==> src/verilog/lpem_defines.svh <==
// Purpose: offsets, field positions, reset values of the link parameter and error monitor bank
// Assumes: byte-wide registers on the device's internal register port, 12-bit byte address
// Notes:   included by the package and by both design modules
//
// Functional notes
// - resolution field resets 0x1F, program 0x0F
// - bits-per-sample resets 0xF, kept at 0x0F
// - version 0 is rev A, 1 rev B
// - samples code 0 one, 1 two, reset zero
// - high density flag bit 7, resets set
// - checksum register eight bits, resets 0x45
// - lane pick bits 6:4 selects lane n
// - counters reached only through select then readback
// - kind 0 disparity, 1 not-in-table, 2 control
// - selected eight-bit counter returned through readback
`ifndef LPEM_DEFINES_SVH
`define LPEM_DEFINES_SVH

`define LPEM_ADDR_W             12
`define LPEM_OFF_RESOLUTION     12'h0457
`define LPEM_OFF_SAMPLES_FORMAT 12'h0458
`define LPEM_OFF_VERSION_SAMP   12'h0459
`define LPEM_OFF_DENSITY_CTRL   12'h045A
`define LPEM_OFF_PARAM_SUM      12'h045D
`define LPEM_OFF_ERR_SELECT     12'h046B

`define LPEM_RST_RESOLUTION     5'h1F
`define LPEM_RST_SUBCLASS       3'h1
`define LPEM_RST_BITS_PER_SAMP  5'h0F
`define LPEM_RST_VERSION        3'h1
`define LPEM_RST_SAMPLES        5'h00
`define LPEM_RST_HIGH_DENSITY   1'h1
`define LPEM_RST_CTRL_WORDS     5'h00
`define LPEM_RST_PARAM_SUM      8'h45

`define LPEM_VER_REV_A          3'h0
`define LPEM_VER_REV_B          3'h1
`define LPEM_SAMP_ONE           5'h00
`define LPEM_SAMP_TWO           5'h01

`define LPEM_LANES              8
`define LPEM_KIND_DISPARITY     2'h0
`define LPEM_KIND_NOT_IN_TABLE  2'h1
`define LPEM_KIND_UNEXP_CTRL    2'h2
`define LPEM_COUNT_MAX          8'hFF

`endif

==> src/verilog/lpem_pkg.sv <==
// Purpose: types of the link parameter and error monitor bank
// Assumes: constants live in lpem_defines.svh
// Notes:   none
`include "lpem_defines.svh"
package lpem_pkg;
   typedef logic [`LPEM_LANES-1:0][2:0][7:0] lpem_counts_type;

   typedef struct packed {
      lpem_counts_type counts;
   } lpem_cnt_state_type;

   typedef struct packed {
      logic [1:0] ctrl_bits;
      logic [4:0] resolution;
      logic [2:0] subclass;
      logic [4:0] bits_per_sample;
      logic [2:0] version;
      logic [4:0] samples;
      logic       high_density;
      logic [4:0] ctrl_words;
      logic [7:0] param_sum;
      logic [2:0] lane_pick;
      logic [1:0] kind_pick;
      logic [7:0] rdata;
      logic       rvalid;
   } lpem_state_type;
endpackage

==> src/verilog/lpem_err_counters.sv <==
// Purpose: per-lane saturating error counters with indirect selection
// Assumes: error strobes are one-cycle pulses from logic on clock_in
// Notes:   counters saturate rather than wrap so a burst never reads as few errors
`timescale 1ns/100ps
`include "lpem_defines.svh"
module lpem_err_counters
   import lpem_pkg::*;
(
   // clock and reset
   input  wire logic                   clock_in,
   input  wire logic                   nrst_in,
   // error strobes, one bit per lane
   input  wire logic [`LPEM_LANES-1:0] disparity_error_in,
   input  wire logic [`LPEM_LANES-1:0] not_in_table_error_in,
   input  wire logic [`LPEM_LANES-1:0] unexpected_control_error_in,
   // selection and selected value
   input  wire logic [2:0]             monitored_lane_pick_in,
   input  wire logic [1:0]             counter_kind_pick_in,
   output logic      [7:0]             selected_count_out
);
   lpem_cnt_state_type state;
   lpem_cnt_state_type next_state;

   function automatic logic [7:0] lpem_sat_inc(input logic [7:0] value, input logic hit);
      lpem_sat_inc = (hit && value != `LPEM_COUNT_MAX) ? value + 8'h01 : value;
   endfunction

   always_comb begin
      next_state = state;
      for (int lane = 0; lane < `LPEM_LANES; lane++) begin
         next_state.counts[lane][0] = lpem_sat_inc(state.counts[lane][0], disparity_error_in[lane]);
         next_state.counts[lane][1] = lpem_sat_inc(state.counts[lane][1], not_in_table_error_in[lane]);
         next_state.counts[lane][2] = lpem_sat_inc(state.counts[lane][2], unexpected_control_error_in[lane]);
      end
   end

   always_ff @(posedge clock_in) begin
      if (!nrst_in) begin
         state <= '0;
      end else begin
         state <= next_state;
      end
   end

   // kind 3 is unused and reads zero
   always_comb begin
      case (counter_kind_pick_in)
         `LPEM_KIND_DISPARITY:    selected_count_out = state.counts[monitored_lane_pick_in][0];
         `LPEM_KIND_NOT_IN_TABLE: selected_count_out = state.counts[monitored_lane_pick_in][1];
         `LPEM_KIND_UNEXP_CTRL:   selected_count_out = state.counts[monitored_lane_pick_in][2];
         default:                 selected_count_out = 8'h00;
      endcase
   end

   AST_COUNT_SATURATES: assert property (@(posedge clock_in) disable iff (!nrst_in)
      state.counts[0][0] == `LPEM_COUNT_MAX |=> state.counts[0][0] == `LPEM_COUNT_MAX)
      else $error("disparity counter left saturation");
   AST_COUNT_INCREMENTS: assert property (@(posedge clock_in) disable iff (!nrst_in)
      disparity_error_in[0] && state.counts[0][0] != `LPEM_COUNT_MAX |=>
      state.counts[0][0] == $past(state.counts[0][0]) + 8'h01)
      else $error("disparity counter missed an event");
endmodule

==> src/verilog/lpem_regs.sv <==
// Purpose: lane 0 link parameter registers and error counter monitor select
// Assumes: one-cycle read and write strobes from the serial port decoder on clock_in
// Notes:   read data lands one cycle after the read strobe, marked by reg_rvalid_out
`timescale 1ns/100ps
`include "lpem_defines.svh"
module lpem_regs
   import lpem_pkg::*;
(
   // clock and reset
   input  wire logic                    clock_in,
   input  wire logic                    nrst_in,
   // register port
   input  wire logic [`LPEM_ADDR_W-1:0] reg_addr_in,
   input  wire logic [7:0]              reg_wdata_in,
   input  wire logic                    reg_wr_in,
   input  wire logic                    reg_rd_in,
   output logic      [7:0]              reg_rdata_out,
   output logic                         reg_rvalid_out,
   // error strobes from the lane receivers
   input  wire logic [`LPEM_LANES-1:0]  disparity_error_in,
   input  wire logic [`LPEM_LANES-1:0]  not_in_table_error_in,
   input  wire logic [`LPEM_LANES-1:0]  unexpected_control_error_in,
   // expected link parameters
   output logic      [4:0]              converter_resolution_out,
   output logic      [1:0]              control_bits_out,
   output logic      [2:0]              subclass_version_out,
   output logic      [4:0]              total_bits_per_sample_out,
   output logic      [2:0]              link_standard_version_out,
   output logic                         link_rev_a_out,
   output logic                         link_rev_b_out,
   output logic      [1:0]              samples_per_frame_out,
   output logic                         samples_setting_ok_out,
   output logic                         high_density_flag_out,
   output logic      [4:0]              control_words_per_frame_out,
   output logic      [7:0]              lane_zero_param_sum_out,
   output logic      [2:0]              monitored_lane_pick_out,
   output logic      [1:0]              counter_kind_pick_out
);
   lpem_state_type state;
   lpem_state_type next_state;
   logic [7:0]     selected_count;

   function automatic logic lpem_hit(input logic [`LPEM_ADDR_W-1:0] addr, input logic [`LPEM_ADDR_W-1:0] off);
      lpem_hit = (addr == off);
   endfunction

   // counters are only visible through the select register, never directly
   lpem_err_counters u_counters (
      .clock_in                    (clock_in),
      .nrst_in                     (nrst_in),
      .disparity_error_in          (disparity_error_in),
      .not_in_table_error_in       (not_in_table_error_in),
      .unexpected_control_error_in (unexpected_control_error_in),
      .monitored_lane_pick_in      (state.lane_pick),
      .counter_kind_pick_in        (state.kind_pick),
      .selected_count_out          (selected_count)
   );

   always_comb begin
      next_state        = state;
      next_state.rvalid = reg_rd_in;
      next_state.rdata  = 8'h00;
      if (reg_wr_in) begin
         // reserved positions are simply not stored
         if (lpem_hit(reg_addr_in, `LPEM_OFF_RESOLUTION)) begin
            next_state.ctrl_bits  = reg_wdata_in[7:6];
            next_state.resolution = reg_wdata_in[4:0];
         end
         if (lpem_hit(reg_addr_in, `LPEM_OFF_SAMPLES_FORMAT)) begin
            next_state.subclass        = reg_wdata_in[7:5];
            next_state.bits_per_sample = reg_wdata_in[4:0];
         end
         if (lpem_hit(reg_addr_in, `LPEM_OFF_VERSION_SAMP)) begin
            next_state.version = reg_wdata_in[7:5];
            next_state.samples = reg_wdata_in[4:0];
         end
         if (lpem_hit(reg_addr_in, `LPEM_OFF_DENSITY_CTRL)) begin
            next_state.high_density = reg_wdata_in[7];
            next_state.ctrl_words   = reg_wdata_in[4:0];
         end
         // hardware does not check the sum, it only holds it
         if (lpem_hit(reg_addr_in, `LPEM_OFF_PARAM_SUM)) begin
            next_state.param_sum = reg_wdata_in;
         end
         if (lpem_hit(reg_addr_in, `LPEM_OFF_ERR_SELECT)) begin
            next_state.lane_pick = reg_wdata_in[6:4];
            next_state.kind_pick = reg_wdata_in[1:0];
         end
      end
      if (reg_rd_in) begin
         case (reg_addr_in)
            `LPEM_OFF_RESOLUTION:     next_state.rdata = {state.ctrl_bits, 1'b0, state.resolution};
            `LPEM_OFF_SAMPLES_FORMAT: next_state.rdata = {state.subclass, state.bits_per_sample};
            `LPEM_OFF_VERSION_SAMP:   next_state.rdata = {state.version, state.samples};
            `LPEM_OFF_DENSITY_CTRL:   next_state.rdata = {state.high_density, 2'b00, state.ctrl_words};
            `LPEM_OFF_PARAM_SUM:      next_state.rdata = state.param_sum;
            // select fields are write-only, a read here returns the chosen counter
            `LPEM_OFF_ERR_SELECT:     next_state.rdata = selected_count;
            default:                  next_state.rdata = 8'h00;
         endcase
      end
   end

   always_ff @(posedge clock_in) begin
      if (!nrst_in) begin
         state                 <= '0;
         state.resolution      <= `LPEM_RST_RESOLUTION;
         state.subclass        <= `LPEM_RST_SUBCLASS;
         state.bits_per_sample <= `LPEM_RST_BITS_PER_SAMP;
         state.version         <= `LPEM_RST_VERSION;
         state.samples         <= `LPEM_RST_SAMPLES;
         state.high_density    <= `LPEM_RST_HIGH_DENSITY;
         state.ctrl_words      <= `LPEM_RST_CTRL_WORDS;
         state.param_sum       <= `LPEM_RST_PARAM_SUM;
      end else begin
         state <= next_state;
      end
   end

   assign reg_rdata_out               = state.rdata;
   assign reg_rvalid_out              = state.rvalid;
   assign converter_resolution_out    = state.resolution;
   assign control_bits_out            = state.ctrl_bits;
   assign subclass_version_out        = state.subclass;
   assign total_bits_per_sample_out   = state.bits_per_sample;
   assign link_standard_version_out   = state.version;
   assign link_rev_a_out              = (state.version == `LPEM_VER_REV_A);
   assign link_rev_b_out              = (state.version == `LPEM_VER_REV_B);
   // an invalid samples code still reports one sample; the ok flag tells it apart
   assign samples_per_frame_out       = (state.samples == `LPEM_SAMP_TWO) ? 2'd2 : 2'd1;
   assign samples_setting_ok_out      = (state.samples == `LPEM_SAMP_ONE) || (state.samples == `LPEM_SAMP_TWO);
   assign high_density_flag_out       = state.high_density;
   assign control_words_per_frame_out = state.ctrl_words;
   assign lane_zero_param_sum_out     = state.param_sum;
   assign monitored_lane_pick_out     = state.lane_pick;
   assign counter_kind_pick_out       = state.kind_pick;

   AST_RESET_VALUES: assert property (@(posedge clock_in) !nrst_in |=>
      converter_resolution_out == 5'h1F && total_bits_per_sample_out == 5'h0F && high_density_flag_out)
      else $error("parameter reset values wrong");
   AST_SUM_RESET: assert property (@(posedge clock_in) !nrst_in |=> lane_zero_param_sum_out == 8'h45)
      else $error("checksum reset value wrong");
   AST_REV_B_AFTER_RESET: assert property (@(posedge clock_in) !nrst_in |=> link_rev_b_out && !link_rev_a_out)
      else $error("version does not decode rev B after reset");
   AST_TWO_SAMPLES: assert property (@(posedge clock_in) disable iff (!nrst_in)
      reg_wr_in && reg_addr_in == 12'h459 && reg_wdata_in[4:0] == 5'h01 |=> samples_per_frame_out == 2'd2)
      else $error("samples code 1 not decoded as two");
   AST_HD_WRITE: assert property (@(posedge clock_in) disable iff (!nrst_in)
      reg_wr_in && reg_addr_in == 12'h45A |=> high_density_flag_out == $past(reg_wdata_in[7]))
      else $error("high density flag not written");
   AST_CF_RESERVED: assert property (@(posedge clock_in) disable iff (!nrst_in)
      reg_rd_in && reg_addr_in == 12'h45A |=> reg_rvalid_out && reg_rdata_out[6:5] == 2'b00)
      else $error("density register reserved bits not zero");
   AST_LANE_PICK: assert property (@(posedge clock_in) disable iff (!nrst_in)
      reg_wr_in && reg_addr_in == 12'h46B ##1 !reg_wr_in [*2] |-> monitored_lane_pick_out == $past(reg_wdata_in[6:4], 2))
      else $error("lane pick not held");
   AST_READBACK: assert property (@(posedge clock_in) disable iff (!nrst_in)
      reg_rd_in && reg_addr_in == 12'h46B |=> reg_rdata_out == $past(selected_count))
      else $error("readback not the selected counter");
   AST_UNMAPPED_ZERO: assert property (@(posedge clock_in) disable iff (!nrst_in)
      reg_rd_in && reg_addr_in == 12'h45B |=> reg_rdata_out == 8'h00)
      else $error("unmapped read not zero");

   // reset values, one edge after reset is sampled low
   AST_RESET_PARAMS: assert property (@(posedge clock_in) !nrst_in |=>
      subclass_version_out == 3'h1 && control_words_per_frame_out == 5'h00 && control_bits_out == 2'h0)
      else $error("subclass or control fields reset wrong");
   AST_RESET_SAMPLES: assert property (@(posedge clock_in) !nrst_in |=>
      samples_per_frame_out == 2'd1 && samples_setting_ok_out)
      else $error("samples field reset wrong");
   AST_RESET_PICKS: assert property (@(posedge clock_in) !nrst_in |=>
      monitored_lane_pick_out == 3'h0 && counter_kind_pick_out == 2'h0 && !reg_rvalid_out)
      else $error("select fields or read valid not cleared by reset");

   // field writes show on the outputs right after the write edge
   AST_RES_WRITE: assert property (@(posedge clock_in) disable iff (!nrst_in)
      reg_wr_in && reg_addr_in == 12'h457 |=> converter_resolution_out == $past(reg_wdata_in[4:0]))
      else $error("resolution not written");
   AST_CS_WRITE: assert property (@(posedge clock_in) disable iff (!nrst_in)
      reg_wr_in && reg_addr_in == 12'h457 |=> control_bits_out == $past(reg_wdata_in[7:6]))
      else $error("control bits not written");
   AST_SUBCLASS_WRITE: assert property (@(posedge clock_in) disable iff (!nrst_in)
      reg_wr_in && reg_addr_in == 12'h458 |=> subclass_version_out == $past(reg_wdata_in[7:5]))
      else $error("subclass version not written");
   AST_NP_WRITE: assert property (@(posedge clock_in) disable iff (!nrst_in)
      reg_wr_in && reg_addr_in == 12'h458 |=> total_bits_per_sample_out == $past(reg_wdata_in[4:0]))
      else $error("bits per sample not written");
   AST_VERSION_WRITE: assert property (@(posedge clock_in) disable iff (!nrst_in)
      reg_wr_in && reg_addr_in == 12'h459 |=> link_standard_version_out == $past(reg_wdata_in[7:5]))
      else $error("standard version not written");
   AST_REV_A: assert property (@(posedge clock_in) disable iff (!nrst_in)
      reg_wr_in && reg_addr_in == 12'h459 && reg_wdata_in[7:5] == 3'h0 |=> link_rev_a_out && !link_rev_b_out)
      else $error("version 0 not decoded as rev A");
   AST_ONE_SAMPLE: assert property (@(posedge clock_in) disable iff (!nrst_in)
      reg_wr_in && reg_addr_in == 12'h459 && reg_wdata_in[4:0] == 5'h00 |=> samples_per_frame_out == 2'd1)
      else $error("samples code 0 not decoded as one");
   AST_BAD_SAMPLES: assert property (@(posedge clock_in) disable iff (!nrst_in)
      reg_wr_in && reg_addr_in == 12'h459 && reg_wdata_in[4:0] > 5'h01 |=> !samples_setting_ok_out)
      else $error("invalid samples code reported as valid");
   AST_HD_HOLD: assert property (@(posedge clock_in) disable iff (!nrst_in)
      !(reg_wr_in && reg_addr_in == 12'h45A) |=> $stable(high_density_flag_out))
      else $error("high density flag changed without a write");
   AST_CF_WRITE: assert property (@(posedge clock_in) disable iff (!nrst_in)
      reg_wr_in && reg_addr_in == 12'h45A |=> control_words_per_frame_out == $past(reg_wdata_in[4:0]))
      else $error("control words not written");
   AST_SUM_WRITE: assert property (@(posedge clock_in) disable iff (!nrst_in)
      reg_wr_in && reg_addr_in == 12'h45D |=> lane_zero_param_sum_out == $past(reg_wdata_in))
      else $error("checksum not written");
   AST_SUM_HOLD: assert property (@(posedge clock_in) disable iff (!nrst_in)
      !(reg_wr_in && reg_addr_in == 12'h45D) |=> $stable(lane_zero_param_sum_out))
      else $error("checksum changed without a write");
   AST_KIND_PICK: assert property (@(posedge clock_in) disable iff (!nrst_in)
      reg_wr_in && reg_addr_in == 12'h46B |=> counter_kind_pick_out == $past(reg_wdata_in[1:0]))
      else $error("kind pick not written");

   // read port timing and counter readback
   AST_READ_LATENCY: assert property (@(posedge clock_in) disable iff (!nrst_in)
      reg_rd_in |=> reg_rvalid_out)
      else $error("read valid missing one cycle after read");
   AST_RVALID_PULSE: assert property (@(posedge clock_in) disable iff (!nrst_in)
      !reg_rd_in |=> !reg_rvalid_out && reg_rdata_out == 8'h00)
      else $error("read data or valid stood without a read");
   AST_KIND3_ZERO: assert property (@(posedge clock_in) disable iff (!nrst_in)
      reg_rd_in && reg_addr_in == 12'h46B && counter_kind_pick_out == 2'h3 |=> reg_rdata_out == 8'h00)
      else $error("unused counter kind not zero");
endmodule

==> config.mk <==
export PLATFORM = sky130hd
export DESIGN_NAME = lpem_regs
export DESIGN_NICKNAME = d
export VERILOG_FILES = /design/src/verilog/lpem_pkg.sv /design/src/verilog/lpem_err_counters.sv /design/src/verilog/lpem_regs.sv
export VERILOG_INCLUDE_DIRS = /design/src /design/src/verilog
export SDC_FILE = /design/constraint.sdc
export NUM_CORES = 1
export LEC_CHECK = 0
export BUFFER_PORTS_ARGS = -buffer_cell sky130_fd_sc_hd__clkbuf_2
export CAP_MARGIN = 20
export CORE_MARGIN = 2
export CORE_UTILIZATION = 60
export DETAILED_ROUTE_END_ITERATION = 12
export GPL_ROUTABILITY_DRIVEN = 0
export PLACE_DENSITY = 0.8
export SETUP_SLACK_MARGIN = 0.15
export SKIP_CTS_REPAIR_TIMING = 1
export SYNTH_ARGS = -nofsm -noshare
export SYNTH_HDL_FRONTEND = slang
export SYNTH_HIERARCHICAL = 1
export SYNTH_SLANG_ARGS = --single-unit
==> constraint.sdc <==
create_clock -name clock_in -period 2.09 [get_ports clock_in]
set_clock_uncertainty 0.15 [all_clocks]
set_input_delay 0.1045 -clock clock_in [delete_from_list [all_inputs] [get_ports clock_in]]
set_output_delay 0.1045 -clock clock_in [all_outputs]
set_load 0.02 [all_outputs]
==> results.cfg <==
[run_status]
status = finished clean

[logic_synthesis]
synth_area_leaders = dfxtp_1 37%, mux2i_1 10%, xor2_1 5.8%, nor2_1 5.0%, nand2_1 3.1%
yosysSeqAreaShare_pct = 37.1
synth-edff-count = 0
ys_seq_elements = 243
synth.net_count = 1515
syn_inst = 1443
yosys.cell_types.count = 60
yosysWarnings = 6
syn-cell-area_mm2 = 0.0131
synth_top_area_share_pct = 37.1
syn_area_per_cell_um2 = 9.10
yosysTopAreaCell = dfxtp_1
synthFlopType = dfxtp_1
synthArstFlopShare_pct = 0

[finish]
drive_gt1_share_pct = 15.7
area_growth_pct = 16.2
final_common_cell = dfxtp_1
antennaDiodeCount = 0
instances_no_fill = 1862
most-common-layout-cells = 240 x dfxtp_1, 175 x nor2_1, 131 x mux2i_1
nNetsFinal = 1636

[worst_setup_path]
crit_arrival_ns = 2.30
cp-start-kind = flip-flop
endpoint_kind = flip-flop
worstPathRequired_ns = 2.35
path_common_cell = nand3_2
crit_type = reg2reg
path_cells = clkbuf_16 -> mux4_1 -> nand2b_1 -> nand3_2 -> nand3_2 -> a32oi_1 -> a21oi_1
path_max_fanout = 5
slowest_delay_ns = 0.54
cpMaxStageDelayCell = mux4_1

[sta]
hold_violations = 0
worst_pin_slew_ns = 0.655
period_minus_slack_ns = 2.04
relSlewSlack_pct = 56.2
finalSetupViolCount = 0
setup_ws_ns = 0.0495
clock.fmax_mhz = 490
setup-tns-final_ns = 0
period_share_pct = 97.6
slew_viol_final = 0
rsz0062_at_grt = true

[cts]
cts_tree = built
cts_root_buffer = clkbuf_16
cts_sinks = 243
clk_path_buf_depth = 3
htreeDepth = 1
worstSkewPairLatency_ns = 0.53
clkSlewWorstSetupHoldPaths_ns = 0.06
cts_inserted_buffers = 26

[die]
die-height_um = 152
die_w_um = 152
io_pins = 99
core_area_mm2 = 0.0216
initial_core_util_pct = 60.7
fp.dieArea_mm2 = 0.0231
rows = 54

[detailed_routing]
drtIter0Drc = 955
wl_per_cell_um = 18.8
via_per_inst = 6.29
ant_nets = 0
dr.pass1.iters = 5
drt_wl_total_mm = 35.0
drc_errors = 0
vias = 11721

[placed_design]
port_buffers = 98
hpwl_mm = 24.4
dp_slack_ns = 0.0625
placed_cells = 1763

[pwr]
finalPower_mw = 9.99
p_leak_nw = 5.80
p_per_area_mw_per_mm2 = 655
p_seq_share_pct = 48.7
power_switching_mw = 2.33
max-vdd-ir-drop_uv = 687
p_comb_share_pct = 6.6
intPower_mw = 7.66
switching_share_pct = 23.3
p_clk_share_pct = 44.7

[global_route]
grt_max_degree = 59
first_global_vias = 10481
antenna_found_initial = 0
grt_first_pass_wirelength_mm = 53.0
grt-ovfl-total = 0
grtUsageTotal_pct = 27.6

[job]
cap_viol_max_count = 0

[min_path]
hold_path.class = in2reg
-- logic make-up after synthesis --
group | count (synthesis) | share of synthesized area [%]
AOI/OAI and AO/OA | 240 | 12.5
xor gates and xnor gates | 95 | 6.34
adders and majority gates | 24 | 2.29
buffers and inverters | 125 | 5.92
DFF | 243 | 37.1
muxes | 156 | 13.9
and+or+nand+nor | 560 | 22.0
-- final timing paths --
check,from,to,slack (ns),cells after the start
worst max-delay path,monitored_lane_pick_out[0]$_SDFFE_PN0P_,reg_rdata_out[5]$_SDFF_PN0_,0.05,7
worst min-delay path,reg_addr_in[5],reg_rdata_out[6]$_SDFF_PN0_,0.07,5
worst max register to register,monitored_lane_pick_out[0]$_SDFFE_PN0P_,reg_rdata_out[5]$_SDFF_PN0_,0.05,7
worst min register to register,control_words_per_frame_out[1]$_SDFFE_PN0P_,control_words_per_frame_out[1]$_SDFFE_PN0P_,0.34,2
-- worst max-delay path, delay by kind of cell (launching register included) --
family	cells	cell delay, ns
compound gates	2	0.27
buf+inv	1	0.17
flops	1	0.40
mux	1	0.54
simple gates	3	0.38
-- routing by layer --
layer	vias up	GRT usage, %	part of all wire (%)
li1	5525	-	-
met1	5613	34.9	41
met2	478	45.7	48
met3	105	4.82	6.6
met4	0	13.4	4.5
met5	-	0	0
-- synth_stat cells (all sizes together) (10+ instances only) --
cell / number
clkbuf: 23
mux2i: 133
buf: 80
and3: 18
o21ai: 67
a22oi: 36
nor2: 176
o31ai: 17
a21oi: 27
or3: 11
dfxtp: 243
nor2b: 10
nor4b: 10
inv: 22
nand2b: 10
o2111ai: 16
nand2: 111
ha: 24
o211ai: 49
xor2: 87
nand3: 77
mux4: 16
nand4: 64
and4: 32
and2: 22
-- metrics by stage --
step | hold WS (ns) | util (%) | instance area, µm²
2_1_floorplan | 0.0796 | - | 13100
3_3_place_gp | 0.204 | 63.4 | 13700
3_5_place_dp | 0.210 | 63.4 | 13700
4_1_cts | -0.337 | 67.3 | 14500
5_1_grt | 0.107 | 70.6 | 15300
6_report | 0.0744 | 70.6 | 15300
-- power groups by stage --
stage	Combinational, mW	Sequential [mW]	Clock, mW
after global routing	0.721	4.88	4.71
after floorplan	0.371	4.92	0
final	0.659	4.86	4.47
after detailed placement	0.572	4.96	0
after global placement	0.552	4.96	0
after CTS	0.579	4.86	4.53
-- cell type report --
| type | instances | area [µm²] |
|---|---|---|
| Tap cell | 280 | 350 |
| Clock buffer | 39 | 801 |
| Sequential cell | 243 | 4870 |
| Inverter | 22 | 85.1 |
| Multi-Input combinational cell | 1075 | 7620 |
| Fill cell | 1544 | 6360 |
| Clock inverter | 7 | 40.0 |
| Timing Repair Buffer | 196 | 1490 |
-- registers in the layout, summed over array words and instances (netlist names) --
signal	cells
lane_zero_param_sum_out	8
converter_resolution_out	5
u_counters/state	192
counter_kind_pick_out	2
reg_rdata_out	8
total_bits_per_sample_out	5
state	5
monitored_lane_pick_out	3
reg_rvalid_out	1
control_words_per_frame_out	5
control_bits_out	2
link_standard_version_out	3
high_density_flag_out	1
subclass_version_out	3
(Power assumes the default switching activity.)
